### src/ems_pkg.sv
package ems_pkg;

    localparam logic [31:0] EMS_REG_CTRL    = 32'h0000_0000;
    localparam logic [31:0] EMS_REG_STATE   = 32'h0000_0004;
    localparam int          EMS_CTRL_BE     = 0;
    localparam int          EMS_CTRL_MP_HI  = 1;
    localparam logic [1:0]  EMS_CTRL_RESET  = 2'h0;
    localparam logic [1:0]  EMS_RESP_OKAY   = 2'h0;
    localparam logic [1:0]  EMS_RESP_SLVERR = 2'h2;

    localparam logic [1:0]  EMS_BW_8        = 2'h0;
    localparam logic [1:0]  EMS_BW_16       = 2'h1;
    localparam logic [1:0]  EMS_BW_32       = 2'h2;
    localparam logic [1:0]  EMS_BW_64       = 2'h3;
    localparam logic [3:0]  EMS_LANES       = 4'h8;

    localparam logic [5:0]  EMS_MP_BASE     = 6'h10;
    localparam logic [5:0]  EMS_MP_URGENT   = 6'h12;
    localparam logic [5:0]  EMS_XFER_BUSY   = 6'h14;
    localparam logic [5:0]  EMS_XFER_DONE   = 6'h15;
    localparam logic [5:0]  EMS_MP_ICACHE   = 6'h16;
    localparam logic [5:0]  EMS_MP_DEA      = 6'h18;
    localparam logic [5:0]  EMS_MP_DCACHE   = 6'h1a;
    localparam logic [5:0]  EMS_FRAME0      = 6'h1c;
    localparam logic [5:0]  EMS_FRAME1      = 6'h1d;
    localparam logic [5:0]  EMS_REFRESH     = 6'h1e;
    localparam logic [5:0]  EMS_IDLE        = 6'h1f;
    localparam logic [5:0]  EMS_DRAIN       = 6'h3f;

    typedef enum logic [3:0] {
        EMS_K_PP_PKT_LO, EMS_K_PP_PKT_HI, EMS_K_PP_ICACHE, EMS_K_PP_DEA,
        EMS_K_MP_PKT, EMS_K_MP_URGENT, EMS_K_XFER_BUSY, EMS_K_XFER_DONE,
        EMS_K_MP_ICACHE, EMS_K_MP_DEA, EMS_K_MP_DCACHE, EMS_K_FRAME0,
        EMS_K_FRAME1, EMS_K_REFRESH, EMS_K_IDLE, EMS_K_DRAIN
    } ems_kind_e;

    typedef struct packed {
        logic [31:0] addr;
        logic [3:0]  nbytes;
        logic        write;
        logic [63:0] wdata;
        ems_kind_e   kind;
        logic [1:0]  proc;
        logic [5:0]  row_code;
    } ems_req_s;

    function automatic logic [5:0] ems_col_code(input ems_kind_e k, input logic [1:0] p,
                                                input logic hi);
        logic [5:0] mp_hi;
        mp_hi = {5'h00, hi};
        unique case (k)
            EMS_K_PP_PKT_LO: ems_col_code = {2'h0, p, 2'h0};
            EMS_K_PP_PKT_HI: ems_col_code = {2'h0, p, 2'h1};
            EMS_K_PP_ICACHE: ems_col_code = {2'h0, p, 2'h2};
            EMS_K_PP_DEA:    ems_col_code = {2'h0, p, 2'h3};
            EMS_K_MP_PKT:    ems_col_code = EMS_MP_BASE | mp_hi;
            EMS_K_MP_URGENT: ems_col_code = EMS_MP_URGENT | mp_hi;
            EMS_K_XFER_BUSY: ems_col_code = EMS_XFER_BUSY;
            EMS_K_XFER_DONE: ems_col_code = EMS_XFER_DONE;
            EMS_K_MP_ICACHE: ems_col_code = EMS_MP_ICACHE | mp_hi;
            EMS_K_MP_DEA:    ems_col_code = EMS_MP_DEA | mp_hi;
            EMS_K_MP_DCACHE: ems_col_code = EMS_MP_DCACHE | mp_hi;
            EMS_K_FRAME0:    ems_col_code = EMS_FRAME0;
            EMS_K_FRAME1:    ems_col_code = EMS_FRAME1;
            EMS_K_REFRESH:   ems_col_code = EMS_REFRESH;
            EMS_K_IDLE:      ems_col_code = EMS_IDLE;
            EMS_K_DRAIN:     ems_col_code = EMS_DRAIN;
        endcase
    endfunction : ems_col_code

    function automatic logic [31:0] ems_col_shift(input logic [31:0] a, input logic [2:0] k);
        logic [31:0] r;
        int          sh;
        r  = a;
        sh = 7 + int'(k);
        if (k != 3'h0) begin
            r = 32'h0;
            r[2:0] = a[2:0];
            for (int p = 3; p < 32; p++) begin
                if (p >= sh) begin
                    r[p] = a[p - sh];
                end
            end
        end
        return r;
    endfunction : ems_col_shift

endpackage : ems_pkg

### src/ems_ext_mem.sv
// Decided for this implementation: the register offsets and the AXI4-Lite slave port.
`timescale 1ns/1ps
module ems_ext_mem (
    input  wire logic             aclk,
    input  wire logic             aresetn,
    input  wire logic [31:0]      s_axi_awaddr,
    input  wire logic             s_axi_awvalid,
    output logic                  s_axi_awready,
    input  wire logic [31:0]      s_axi_wdata,
    input  wire logic [3:0]       s_axi_wstrb,
    input  wire logic             s_axi_wvalid,
    output logic                  s_axi_wready,
    output logic [1:0]            s_axi_bresp,
    output logic                  s_axi_bvalid,
    input  wire logic             s_axi_bready,
    input  wire logic [31:0]      s_axi_araddr,
    input  wire logic             s_axi_arvalid,
    output logic                  s_axi_arready,
    output logic [31:0]           s_axi_rdata,
    output logic [1:0]            s_axi_rresp,
    output logic                  s_axi_rvalid,
    input  wire logic             s_axi_rready,
    input  wire logic             req_valid,
    input  wire ems_pkg::ems_req_s req,
    output logic                  req_ready,
    output logic                  xfer_done,
    output logic [63:0]           xfer_rdata,
    input  wire logic [2:0]       column_shift_select,
    input  wire logic [1:0]       bus_width_select,
    output logic [31:0]           mem_addr,
    output logic [5:0]            mem_status,
    output logic                  row_latch_strobe_n,
    output logic [7:0]            byte_strobe_n,
    output logic [63:0]           mem_data_out,
    output logic                  mem_data_oe,
    input  wire logic [63:0]      mem_data_in
);
    import ems_pkg::*;

    typedef enum logic [1:0] {EMS_S_IDLE, EMS_S_ROW, EMS_S_COL} ems_state_e;

    ems_state_e  state;
    ems_state_e  next_state;
    ems_req_s    req_q;
    logic        be_q;
    logic [1:0]  bw_q;
    logic [2:0]  sh_q;
    logic [3:0]  end_q;
    logic [3:0]  disp_end;
    logic        last_q;
    logic [7:0]  col_cnt;
    logic [7:0]  last_cnt;
    logic [1:0]  ctrl;
    logic        aw_got;
    logic        w_got;
    logic [31:0] awaddr_q;
    logic [31:0] wdata_q;
    logic [3:0]  wstrb_q;
    logic [7:0]  rd_en;
    logic [2:0]  rd_lane [8];
    logic [7:0]  rd_buf  [8];

    wire         accept    = req_valid && req_ready;
    wire         in_row    = (state == EMS_S_ROW);
    wire         in_col    = (state == EMS_S_COL);
    wire [1:0]   bw        = in_row ? bus_width_select : bw_q;
    wire [2:0]   sh        = in_row ? column_shift_select : sh_q;
    wire [3:0]   pos       = in_row ? {1'b0, req_q.addr[2:0]} : disp_end;
    wire [3:0]   width     = 4'h1 << bw;
    wire [3:0]   base      = pos & ~(width - 4'h1);
    wire [3:0]   base_end  = base + width;
    wire [3:0]   cend      = (base_end < end_q) ? base_end : end_q;
    wire         last_col  = (cend >= end_q);
    wire [3:0]   lane_base = be_q ? (EMS_LANES - width) : 4'h0;
    wire [4:0]   req_end   = {2'h0, req.addr[2:0]} + {1'b0, req.nbytes};
    wire [31:0]  col_laddr = {req_q.addr[31:3], base[2:0]};
    wire [31:0]  col_paddr = ems_col_shift(col_laddr, sh);
    wire [5:0]   col_code  = ems_col_code(req_q.kind, req_q.proc, ctrl[EMS_CTRL_MP_HI]);
    wire         show_col  = in_row || (in_col && !last_q);
    wire [7:0]   lane_act;
    wire [63:0]  lane_data;
    wire [7:0]   byte_in;
    wire [2:0]   byte_lane [8];

    // Each lane carries the byte of the current chunk that falls on it.
    // The lane each read byte came from is kept one cycle, so the capture at the end
    // of a column uses the lanes that were on the pins, not those of the next column.
    for (genvar i = 0; i < 8; i++) begin : g_lane
        wire [3:0] li   = 4'(i);
        wire [3:0] lb   = base + li - lane_base;
        wire       in_w = (li >= lane_base) && (li < lane_base + width);
        assign lane_act[i]         = in_w && (lb >= pos) && (lb < cend);
        assign lane_data[8*i +: 8] = req_q.wdata[8*lb[2:0] +: 8];
        wire [3:0] bj   = 4'(i);
        assign byte_in[i]   = (bj >= pos) && (bj < cend);
        assign byte_lane[i] = 3'(lane_base + bj - base);
        always_ff @(posedge aclk) begin
            if (!aresetn) begin
                rd_buf[i] <= 8'h00;
            end else if (in_col && rd_en[i]) begin
                rd_buf[i] <= mem_data_in[8*rd_lane[i] +: 8];
            end
        end
        always_ff @(posedge aclk) begin
            if (!aresetn) begin
                rd_lane[i] <= 3'h0;
            end else if (show_col) begin
                rd_lane[i] <= byte_lane[i];
            end
        end
        assign xfer_rdata[8*i +: 8] = rd_buf[i];
    end

    always_comb begin
        next_state = state;
        unique case (state)
            EMS_S_IDLE: if (accept) next_state = EMS_S_ROW;
            EMS_S_ROW:  next_state = EMS_S_COL;
            EMS_S_COL:  if (last_q) next_state = EMS_S_IDLE;
            default:    next_state = EMS_S_IDLE;
        endcase
    end

    always_ff @(posedge aclk) begin
        if (!aresetn) begin
            state     <= EMS_S_IDLE;
            req_ready <= 1'b0;
            xfer_done <= 1'b0;
        end else begin
            state     <= next_state;
            req_ready <= (next_state == EMS_S_IDLE);
            xfer_done <= in_col && last_q;
        end
    end

    always_ff @(posedge aclk) begin
        if (!aresetn) begin
            req_q <= '0;
            be_q  <= 1'b0;
            end_q <= 4'h0;
        end else if (accept) begin
            req_q <= req;
            be_q  <= ctrl[EMS_CTRL_BE];
            end_q <= (req_end > 5'h08) ? 4'h8 : req_end[3:0];
        end
    end

    always_ff @(posedge aclk) begin
        if (!aresetn) begin
            bw_q <= EMS_BW_8;
            sh_q <= 3'h0;
        end else if (in_row) begin
            bw_q <= bus_width_select;
            sh_q <= column_shift_select;
        end
    end

    always_ff @(posedge aclk) begin
        if (!aresetn) begin
            disp_end <= 4'h0;
            last_q   <= 1'b0;
            rd_en    <= 8'h00;
            col_cnt  <= 8'h00;
            last_cnt <= 8'h00;
        end else if (show_col) begin
            disp_end <= cend;
            last_q   <= last_col;
            rd_en    <= req_q.write ? 8'h00 : byte_in;
            col_cnt  <= in_row ? 8'h01 : col_cnt + 8'h01;
        end else if (in_col) begin
            rd_en    <= 8'h00;
            last_cnt <= col_cnt;
        end
    end

    // Row time shows the full address and the requester's cycle type.
    // Column cycles show the shifted address, the requester code and the active strobes.
    always_ff @(posedge aclk) begin
        if (!aresetn) begin
            mem_addr           <= 32'h0;
            mem_status         <= EMS_IDLE;
            row_latch_strobe_n <= 1'b1;
            byte_strobe_n      <= 8'hff;
            mem_data_out       <= 64'h0;
            mem_data_oe        <= 1'b0;
        end else if (accept) begin
            mem_addr           <= req.addr;
            mem_status         <= req.row_code;
            row_latch_strobe_n <= 1'b0;
            byte_strobe_n      <= 8'hff;
            mem_data_oe        <= 1'b0;
        end else if (show_col) begin
            mem_addr           <= col_paddr;
            mem_status         <= col_code;
            row_latch_strobe_n <= 1'b1;
            byte_strobe_n      <= ~lane_act;
            mem_data_out       <= lane_data;
            mem_data_oe        <= req_q.write;
        end else if (in_col) begin
            mem_status         <= EMS_IDLE;
            byte_strobe_n      <= 8'hff;
            mem_data_oe        <= 1'b0;
        end
    end

    // A write commits once address and data are both held and no response is pending.
    // A slow bready therefore holds back both write channels.
    wire         aw_fire = s_axi_awvalid && s_axi_awready;
    wire         w_fire  = s_axi_wvalid && s_axi_wready;
    wire         ar_fire = s_axi_arvalid && s_axi_arready;
    wire         wr_do   = aw_got && w_got && !s_axi_bvalid;
    wire         wr_ctrl = (awaddr_q == EMS_REG_CTRL);
    wire         next_aw = aw_fire || (aw_got && !wr_do);
    wire         next_w  = w_fire || (w_got && !wr_do);
    wire [31:0]  state_word = {16'h0, last_cnt, 2'h0, sh_q, bw_q, !req_ready};
    wire         rd_ok   = (s_axi_araddr == EMS_REG_CTRL) || (s_axi_araddr == EMS_REG_STATE);
    wire [31:0]  rd_word = (s_axi_araddr == EMS_REG_CTRL) ? {30'h0, ctrl} :
                           (s_axi_araddr == EMS_REG_STATE) ? state_word : 32'h0;

    always_ff @(posedge aclk) begin
        if (!aresetn) begin
            aw_got        <= 1'b0;
            w_got         <= 1'b0;
            awaddr_q      <= 32'h0;
            wdata_q       <= 32'h0;
            wstrb_q       <= 4'h0;
            s_axi_awready <= 1'b0;
            s_axi_wready  <= 1'b0;
        end else begin
            aw_got        <= next_aw;
            w_got         <= next_w;
            s_axi_awready <= !next_aw;
            s_axi_wready  <= !next_w;
            if (aw_fire) awaddr_q <= {s_axi_awaddr[31:2], 2'h0};
            if (w_fire) begin
                wdata_q <= s_axi_wdata;
                wstrb_q <= s_axi_wstrb;
            end
        end
    end

    always_ff @(posedge aclk) begin
        if (!aresetn) begin
            ctrl         <= EMS_CTRL_RESET;
            s_axi_bvalid <= 1'b0;
            s_axi_bresp  <= EMS_RESP_OKAY;
        end else if (wr_do) begin
            s_axi_bvalid <= 1'b1;
            s_axi_bresp  <= wr_ctrl ? EMS_RESP_OKAY : EMS_RESP_SLVERR;
            if (wr_ctrl && wstrb_q[0]) ctrl <= wdata_q[1:0];
        end else if (s_axi_bvalid && s_axi_bready) begin
            s_axi_bvalid <= 1'b0;
        end
    end

    always_ff @(posedge aclk) begin
        if (!aresetn) begin
            s_axi_arready <= 1'b0;
            s_axi_rvalid  <= 1'b0;
            s_axi_rdata   <= 32'h0;
            s_axi_rresp   <= EMS_RESP_OKAY;
        end else if (ar_fire) begin
            s_axi_arready <= 1'b0;
            s_axi_rvalid  <= 1'b1;
            s_axi_rdata   <= rd_word;
            s_axi_rresp   <= rd_ok ? EMS_RESP_OKAY : EMS_RESP_SLVERR;
        end else if (s_axi_rvalid && s_axi_rready) begin
            s_axi_rvalid  <= 1'b0;
            s_axi_arready <= 1'b1;
        end else begin
            s_axi_arready <= !s_axi_rvalid;
        end
    end
endmodule : ems_ext_mem

### config.mk
export PLATFORM = sky130hd
export DESIGN_NAME = ems_ext_mem
export DESIGN_NICKNAME = d
export VERILOG_FILES = /design/src/ems_pkg.sv /design/src/ems_ext_mem.sv
export SDC_FILE = /design/constraint.sdc
export NUM_CORES = 1
export LEC_CHECK = 0
export ABC_AREA = 1
export BUFFER_PORTS_ARGS = -buffer_cell sky130_fd_sc_hd__buf_2
export CORE_MARGIN = 2
export CORE_UTILIZATION = 40
export CTS_CLUSTER_DIAMETER = 200
export DETAILED_ROUTE_END_ITERATION = 8
export SLEW_MARGIN = 20
export SYNTH_ARGS = -nofsm -noshare
export SYNTH_HDL_FRONTEND = slang
export SYNTH_SLANG_ARGS = --single-unit
### constraint.sdc
create_clock -name aclk -period 4.2 [get_ports aclk]
set_input_delay 0.63 -clock aclk [delete_from_list [all_inputs] [get_ports aclk]]
set_output_delay 0.63 -clock aclk [all_outputs]
set_load 0.005 [all_outputs]
Word-level counts from Yosys, hierarchy flattened
Memories as Yosys holds them, arrays and structs flattened.
Index checks and enable logic that the tools add are counted.
{"block": "op_classes", "add_sub_neg": 66, "multipliers": 0, "div_mod_pow": 0, "n_lt_le_gt_ge": 109, "n_eq_ne": 18, "shifts": 17, "muxes": 195, "bitwise": 22, "n_reduce_logical": 80}
{"cell": "indexed part select 64 x 7 -> 8 bit", "count": 16}
{"cell": "binary-select mux 1 bit (select 5 bit)", "count": 29}
{"cell": "2-to-1 mux 1 bit", "count": 124}
{"cell": "< comparator 6 x 7 -> 1 bit, second input constant", "count": 16}
{"cell": "2-to-1 mux 8 bit", "count": 14}
{"cell": "2-to-1 mux 32 bit", "count": 3}
{"cell": "case mux 6 bit (16 select lines)", "count": 1}
{"cell": "subtractor 5 x 4 -> 6 bit, first input constant", "count": 16}
{"cell": "< comparator 5 x 7 -> 1 bit, second input constant", "count": 13}
{"cell": "greater-or-equal comparator 5 x 4 -> 1 bit, first input constant", "count": 16}
{"cell": "logical NOT 32 bit", "count": 2}
{"cell": "logical AND 1 bit", "count": 53}
{"cell": "greater-or-equal comparator 3 x 4 -> 1 bit, first input constant", "count": 12}
{"cell": "subtractor 4 x 4 -> 5 bit, first input constant", "count": 8}
{"cell": "greater-or-equal comparator 4 bit", "count": 9}
{"cell": "< comparator 4 bit", "count": 9}
{"cell": "equality test 32 x 3 -> 1 bit, second input constant", "count": 1}
{"cell": "equality test 4 bit, second input constant", "count": 8}
{"cell": "greater-or-equal comparator 4 bit, first input constant", "count": 8}
{"cell": "< comparator 3 x 4 -> 1 bit, first input constant", "count": 8}
{"cell": "2-to-1 mux 16 bit", "count": 2}
{"cell": "subtractor 4 bit", "count": 8}
{"cell": "2-to-1 mux 3 bit", "count": 9}
{"cell": "subtractor 3 bit", "count": 8}
{"cell": "42 further kinds", "count": 114}
{"block": "totals", "register_bits": 336, "latch_bits": 0, "mem_bits_rw": 88, "rom_bits": 0, "input_bits": 290, "elab_cells": 546, "n_memories": 2}
{"memory": "rd_buf", "words": 8, "width": 8, "rd": 8, "rd_clocked_by_memory_dff": 0, "wr": 8, "line": "ems_ext_mem.sv:61", "rtl": "logic [7:0] rd_buf [8];"}
{"memory": "rd_lane", "words": 8, "width": 3, "rd": 8, "rd_clocked_by_memory_dff": 0, "wr": 8, "line": "ems_ext_mem.sv:60", "rtl": "logic [2:0] rd_lane [8];"}

Logic depth before layout (Yosys ltp)
Gate-level depths: netlist of the first run.
{"block": "depth", "word_depth": 13, "depth_mapped": 31, "depth_no_buf": 30}

Worst setup path after synthesis of the first run
Ideal clock, no wire load.
{"block": "synth_path", "kind": "input to register", "start": "in bus_width_select[1]", "end": "reg byte_strobe_n[7]", "t_arrival_ps": 4052, "slack_ps": 35, "stages": 21, "n_path_buf": 3, "cell_sequence": "inv_1 > nand3_1 > nand2_1 > buf_6 > nor2_2 > nor2_1 > inv_1 > ha_1 > clkbuf_1 > inv_1 > fa_1 > clkbuf_1 > clkinv_1 > ha_1 > inv_1 > o21bai_1 > a21oi_1 > nor2_1 > nand2_1 > nand2_1 > nand2_1"}
{"block": "synth_via", "elab_chain_cells": 12, "word_cells_on_any_way": 22}
{"item": "start, declared", "line": "ems_ext_mem.sv:29", "rtl": "input wire logic [1:0] bus_width_select,"}
{"item": "2-to-1 mux 2 bit (*)"}
{"item": "left shift 1 x 2 -> 4 bit (*)", "line": "ems_ext_mem.sv:69", "rtl": "wire [3:0] width = 4'h1 << bw;"}
{"item": "subtractor 4 x 1 -> 4 bit", "line": "ems_ext_mem.sv:70", "rtl": "wire [3:0] base = pos & ~(width - 4'h1);"}
{"item": "inverter 4 bit", "line": "ems_ext_mem.sv:70"}
{"item": "bitwise AND 4 bit", "line": "ems_ext_mem.sv:70"}
{"item": "adder 4 x 3 -> 4 bit / adder 4 bit (equally long branches)", "line": "ems_ext_mem.sv:90, ems_ext_mem.sv:71"}
{"item": "subtractor 4 bit / < comparator 4 bit (equally long branches)", "line": "ems_ext_mem.sv:90, ems_ext_mem.sv:72"}
{"item": "greater-or-equal comparator 4 bit / 2-to-1 mux 4 bit (equally long branches)", "line": "ems_ext_mem.sv:92, ems_ext_mem.sv:72"}
{"item": "logical AND 1 bit / < comparator 4 bit (equally long branches)", "line": "ems_ext_mem.sv:92", "rtl": "assign lane_act[i] = in_w && (lb >= pos) && (lb < cend);"}
{"item": "logical AND 1 bit (*)", "line": "ems_ext_mem.sv:92"}
{"item": "inverter 8 bit (*)", "line": "ems_ext_mem.sv:196", "rtl": "byte_strobe_n <= ~lane_act;"}
{"item": "2-to-1 mux 8 bit (*)", "line": "ems_ext_mem.sv:192", "rtl": "end else if (show_col) begin"}
{"item": "end signal, assigned", "line": "ems_ext_mem.sv:196"}
{"item": "end, declared", "line": "ems_ext_mem.sv:33", "rtl": "output logic [7:0] byte_strobe_n,"}
Mark *: on every way between the ends. The rest lies on a longest branch, timed or not.
A chain may end at the register's enable or synchronous reset.

Worst setup path after layout of the first run
{"block": "layout_path", "start": "reg state[1]", "end": "reg byte_strobe_n[0]"}
{"block": "layout_via", "elab_chain_cells": 13, "word_cells_on_any_way": 27}
{"item": "start, declared", "line": "ems_ext_mem.sv:42", "rtl": "ems_state_e state;"}
{"item": "start signal, assigned", "line": "ems_ext_mem.sv:130", "rtl": "state <= next_state;"}
{"item": "equality test 2 x 1 -> 1 bit", "line": "ems_ext_mem.sv:64", "rtl": "wire in_row = (state == EMS_S_ROW);"}
{"item": "2-to-1 mux 2 bit"}
{"item": "left shift 1 x 2 -> 4 bit", "line": "ems_ext_mem.sv:69"}
{"item": "subtractor 4 x 1 -> 4 bit", "line": "ems_ext_mem.sv:70"}
{"item": "inverter 4 bit", "line": "ems_ext_mem.sv:70"}
{"item": "bitwise AND 4 bit", "line": "ems_ext_mem.sv:70"}
{"item": "adder 4 bit", "line": "ems_ext_mem.sv:71", "rtl": "wire [3:0] base_end = base + width;"}
{"item": "< comparator 4 bit", "line": "ems_ext_mem.sv:72", "rtl": "wire [3:0] cend = (base_end < end_q) ? base_end : end_q;"}
{"item": "2-to-1 mux 4 bit", "line": "ems_ext_mem.sv:72"}
{"item": "< comparator 4 bit", "line": "ems_ext_mem.sv:92"}
{"item": "logical AND 1 bit", "line": "ems_ext_mem.sv:92"}
{"item": "inverter 8 bit", "line": "ems_ext_mem.sv:196"}
{"item": "2-to-1 mux 8 bit", "line": "ems_ext_mem.sv:192"}
Parallel ways exist; a longest one is shown, timed or not.

==> impl_results.md, run 1 <==
- TritonCTS clock tree: yes
- Row count: 88
- I/O Buffers: 453
- Clock tree sinks: 394
- Sw Pwr: 0.00462 W
- CTS buffer count: 46
- DRC errors left: 0
- Nets@finish: 4152
- Logic pwr share: 33.2%
- Kind of critical path: reg -> reg
- Gr ovfl total: 0
- Clock power share: 31.7%
- Synth warnings: 0
- Tot GR Track Use: 26.0%
- DR iter-0 viols: 1920
- Vias in the first global route: 21500
- Max VDD drop: 0.344 mV
- Die width: 246 um
- Global-route wire length before repair: 123000 um
- Most frequent cells after synthesis: nand2_1 (876), o21ai_0 (434), inv_1 (390)
- Asr flop ratio synth: 0%
- Routability cong.: 0.936
- Die H: 246 um
- Reg area: 8670 um^2
- Clock Root Buffer: clkbuf_16
- Max_cap viols: 0
- F_max: 262 MHz
- Vias after detailed routing: 23500
- Post-synth top area share: 26.9%
- CP Capture Type: register
- Slew Viols, Final: 0
- Leakage: 12.8 nW
- FILL cells: 6049
- CP arrival: 4.30 ns
- Cell count after synthesis: 3393
- Main flop type after synthesis: dfxtp_1
- Final ANT Viol Nets: 0
- Core footprint: 57900 um^2
- Sw Share: 37.2%
- Status: completed
- Final Cell Area: 27900 um^2
- Tmin final: 3.82 ns
- Setup Skew: 0.0225 ns
- Drt total wl: 80500 um
- Sequential Power Share: 35.1%
- Clock latency on the worst-skew pair: 0.59 ns
- Placed Area: 26500 um^2
- Share of cells above drive strength 1: 17.0%
- Register clock-pin slew on the reported worst setup and hold paths: 0.06 ns
- Period utilisation layout: 91.0%
- Total negative setup slack: 0 ns
- Reg2reg setup slack: 0.38 ns
- Top-level port count: 509
- Largest net degree at the start of global routing: 174
- Worst-margin pin slew: 0.939 ns
- Multi-input gate area: 12400 um^2
- Wire per inst: 17.6 um
- Cell taking the most area after synthesis: dfxtp_1
- Final core utilization: 48.2%
- Unique masters post-synth: 58
- Largest cells by area after synthesis: dfxtp_1 (27%), nand2_1 (14%), edfxtp_1 (10%)
- CP Max Fanout: 18
- Most common cell in the netlist: nand2_1
- Yosys reg bits: 394
- Vias per std cell: 5.14
- Placed wire-length estimate: 62000 um
- Area Overhead vs Synth: 18.9%
- Initial antenna violation count: 3
- Final hold vios: 0
- Drt first pass iters: 5
- Initial Util: 40.5%
- Post-Syn Area: 23500 um^2
- Critical Path RT: 4.67 ns
- EDFF count, synth: 78
- Pint: 0.00781 W
- Power after layout: 0.0124 W
- Min-Delay Path Class: in -> reg
- Pwr Density: 445 nW/um^2
- Max-slew headroom: 37.4%
- H-tree depth: 2
- Post-synthesis sequential area ratio: 36.9%
- Die ar.: 60700 um^2
- Final setup violation count: 0
- Syn avg cell area: 6.92 um^2
- Crit start category: register
- Clock Path Buffers: 3
==> per-layer routing <==
layer	track usage (%)	share of wire [%]	vias to the layer above
met5	0	0.041	-
met3	4.75	7.0	136
li1	-	-	11900
met1	34.6	44	10700
met2	42.4	46	739
met4	8.70	3.1	4
==> worst max-delay path, stage by stage (launching register included) <==
cell and delay (ns):
dfxtp_1 0.44, inv_4 0.10, nand2_8 0.15, nand2_1 0.07
nand2_1 0.29, nand2_2 0.09, inv_1 0.11, nand2_1 0.19
inv_1 0.11, ha_1 0.22, inv_1 0.10, fa_1 0.38
xnor2_1 0.20, inv_1 0.27, ha_1 0.37, nand2_1 0.04
o21ai_0 0.15, nand2_1 0.07, a31oi_1 0.16, nand2_1 0.09
nand2_1 0.07, nand2_1 0.05
==> cells in the final DEF (no fill, tap or decap), types with 24 or more instances in the layout <==
cell       Yosys  routed
o21ai_0      434     434
o21ai_1       24      24
nand3_1      231     231
clkbuf_16      0      48
mux2i_1       59      59
ha_1          77      75
nor2_1       180     179
buf_2         26     452
nand2_1      876     875
dfxtp_1      316     315
o211ai_1      81      81
inv_1        390     389
a21oi_1      233     233
edfxtp_1      78      78
buf_4         23      58
==> cells by family after synthesis <==
group / Yosys count / synth area share [%]
XOR/XNOR: 26 / 1.16
multiplexers: 59 / 2.51
adder cells (fa/ha/maj): 88 / 5.04
AO/OA/AOI/OAI: 853 / 19.8
AND/OR/NAND/NOR: 1352 / 23.9
buffers and inverters: 620 / 10.6
other: 1 / 0.0160
flip-flops: 394 / 36.9
==> state kept, by name, indices dropped and copies added (netlist names), 2 cells and up <==
name           count
state              2
col_laddr         29
s_axi_rdata       14
mem_addr          32
awaddr_q          30
wdata_q            2
ctrl               2
sh_q               3
rd_lane           14
disp_end           4
req_q             74
rd_buf            64
byte_strobe_n      8
mem_status         6
bw_q               2
mem_data_out      64
last_cnt           8
col_cnt            8
rd_en              8
end_q              4
==> final cells by class <==
class                      count  share of cell area, %
antenna                        1                0.00896
clock buffer                  70                   4.83
sequential                   394                   31.0
timing repair buffer         518                   10.2
inverter                     416                   5.60
multi-input combinational   2398                   44.5
tap                          765                   3.43
clock inverter                12                  0.408
==> through the flow <==
step | setup WS, ns | std cells | hold slack, ns
final | 0.379 | 4574 | 0.283
after CTS | 0.230 | 4573 | 0.257
after global placement | 0.272 | 4491 | 0.448
after detailed placement | 0.244 | 4491 | 0.452
after floorplan | 0.0354 | 3412 | 0.425
after global routing | -0.000917 | 4574 | 0.295
==> worst paths after layout <==
kind | start | endpoint | cells past startpoint
worst min-delay path | req[0] | mem_status[0] | 3
worst min register to register | last_cnt[6] | last_cnt[6] | 2
worst max-delay path | state[1] | byte_strobe_n[0] | 21
worst max register to register | state[1] | byte_strobe_n[0] | 21
==> power by group through the flow <==
| stage | sequential (W) | clock [W] | combinational [W] |
|---|---|---|---|
| floorplan | 0.00437 | 0 | 0.00274 |
| global placement | 0.00443 | 0 | 0.00405 |
| detailed placement | 0.00443 | 0 | 0.00407 |
| CTS | 0.00435 | 0.00404 | 0.00409 |
| global route | 0.00439 | 0.00419 | 0.00465 |
| finish | 0.00436 | 0.00394 | 0.00413 |
==> repair_timing <==
item / in CTS / in global routing
hold endpoints to repair: 0 / 0
hold buffers: 0 / 0
resized for setup: 0 / 3
setup endpoints to repair: 0 / 6
setup buffers: 0 / 0
Power figures use the tool's default switching activity.
==> run 2, diff against run 1 <==
Clock period 4.2 ns to 3.44 ns, I/O delays scaled along.
==> impl_results.md, run 2 (synthesis results as in run 1) <==
- Most used cell, CP: nand2_1
- Most frequent cells in the layout: nand2_1 (871), buf_2 (452), o21ai_0 (429), inv_1 (384), dfxtp_1 (314)
- Vias per std cell: 5.08 (-1.2%)
- Tot GR Track Use: 26.1% (+0.056 points)
- TritonCTS clock tree: yes
- Total negative setup slack: 0 ns (unchanged)
- Power after layout: 0.0157 W (+26%)
- Max stage delay cell, worst path: dfxtp_4
- Clock Root Buffer: clkbuf_16
- Period utilisation layout: 94.5% (+3.5 points)
- DRC errors left: 0 (unchanged)
- Area Overhead vs Synth: 22.9%
- Crit start category: register
- Setup Skew: 0.0198 ns (-0.00271 ns)
- Max VDD drop: 0.351 mV (+2.0%)
- H-tree depth: 2 (unchanged)
- Global-route wire length before repair: 124000 um (+0.70%)
- Die width: 246 um (unchanged)
- Initial antenna violation count: 7 (+4)
- CP arrival: 3.72 ns (-0.58 ns)
- Clock tree sinks: 394 (unchanged)
- Status: completed
- Wire per inst: 17.4 um (-1.2%)
- Share of cells above drive strength 1: 19.6% (+2.6 points)
- Cell Chain, Critical Path: inv_4 -> nand2_8 -> buf_12 -> nand2_1 -> nand2_2 -> inv_1 -> nor2_1 -> o21ai_1 -> nand2_1 -> xnor2_2 -> ha_1 -> a21oi_1 -> buf_4 -> nand2_4 -> nand2_1 -> nand2_4 -> ha_1 -> a21oi_1 -> nand4_1 -> nor2_1 -> nand2_1 -> nand2_1 -> nand2_1
- Initial Util: 40.5% (unchanged)
- Drt total wl: 81200 um (+0.86%)
- Top reg by flops: req_q
- Gr ovfl total: 0 (unchanged)
- Drt first pass iters: 7 (+2)
- Largest net degree at the start of global routing: 157 (-9.8%)
- Leakage: 13.3 nW (+4.0%)
- Die H: 246 um (unchanged)
- Row count: 88 (unchanged)
- CP Capture Type: register
- Clock Path Buffers: 3 (unchanged)
- Number of flip-flops in the largest register: 74 (unchanged)
- Vias in the first global route: 21800 (+1.3%)
- Core footprint: 57900 um^2 (unchanged)
- Routability cong.: 0.955 (+2.1%)
- Top-level port count: 509 (unchanged)
- Crit path largest cell delay: 0.36 ns (-0.08 ns)
- Max_cap viols: 0 (unchanged)
- Register clock-pin slew on the reported worst setup and hold paths: 0.06 ns (about the same)
- Max-slew headroom: 48.8% (+11 points)
- Final setup violation count: 0 (unchanged)
- Final ANT Viol Nets: 0 (unchanged)
- CP Max Fanout: 10 (-8)
- Cts hold-fix bufs: 0 (unchanged)
- Pwr Density: 545 nW/um^2 (+22%)
- I/O Buffers: 453 (unchanged)
- Worst-margin pin slew: 0.766 ns (-0.172 ns)
- Clock latency on the worst-skew pair: 0.59 ns (about the same)
- Kind of critical path: reg -> reg
- Die ar.: 60700 um^2 (unchanged)
- Commonest non-fill, non-tap cell in the layout: nand2_1
- Largest regs: req_q (74), mem_data_out (64), rd_buf (64)
- Nets@finish: 4242 (+2.2%)
- DR iter-0 viols: 1710 (-11%)
- CTS buffer count: 45 (-2.2%)
- Final hold vios: 0 (unchanged)
- F_max: 308 MHz (+18%)
- Slew Viols, Final: 0 (unchanged)
- Critical Path RT: 3.91 ns (-0.76 ns)
- Min-Delay Path Class: in -> reg
- Vias after detailed routing: 23700 (+0.79%)
- Placed wire-length estimate: 62900 um (+1.5%)
- Final core utilization: 49.8% (+1.6 points)
- Tmin final: 3.25 ns (-0.572 ns)
==> run 2: layout make-up <==
class | count | area [um^2]
multi-input combinational | 2398 | 12600
fill | 6031 | 29100
timing repair buffer | 609 | 3590
clock inverter | 19 | 250
sequential | 394 | 8680
clock buffer | 63 | 1230
inverter | 416 | 1580
antenna | 4 | 10.0
tap | 765 | 957
==> run 2: report_power, final <==
part | switching, W | internal (W)
sequential | 0.000259 | 0.00507
combinational | 0.00347 | 0.00199
clock | 0.00203 | 0.00289
total | 0.00576 | 0.00995
==> run 2: through the flow <==
step	hold WS, ns	instance area, um^2	setup WS, ns	instances
2_1_floorplan	0.425	23600	0.0103	3412
3_3_place_gp	0.446	27200	-0.0399	4581
3_5_place_dp	0.447	27200	-0.0869	4581
4_1_cts	0.131	28700	0.0138	4663
5_1_grt	0.175	28900	-0.0467	4668
6_report	0.171	28900	0.191	4668
==> run 2: critical path, delay by kind of cell (launching register included) <==
family          cells  cell delay (ns)
simple gates       13             1.12
buf+inv             4             0.52
fa+ha+maj           2             0.50
compound gates      3             0.44
flops               1             0.36
xor+xnor            1             0.15
==> run 2: final timing paths <==
check	startpoint	end	slack (ns)	cells past startpoint
setup / recovery	state[1]	byte_strobe_n[6]	0.19	23
hold / removal	s_axi_bready	s_axi_bvalid	0.17	4
setup reg to reg	state[1]	byte_strobe_n[6]	0.19	23
hold reg to reg	wdata_q[0]	wdata_q[0]	0.46	2
==> run 2: per-layer routing <==
metal	vias to the layer above	share of wire (%)	global-route usage (%)
met5	-	0.042	0
met4	6	2.9	8.27
met3	133	6.6	3.85
met2	767	46	43.1
met1	10700	44	34.9
li1	12100	-	-
==> run 2: what timing repair did <==
action / 4_1_cts / 5_1_grt
setup buffers: 0 / 1
setup endpoints to repair: 1 / 45
cloned: 0 / 0
gates resized for setup: 1 / 37
pin swaps: 0 / 2
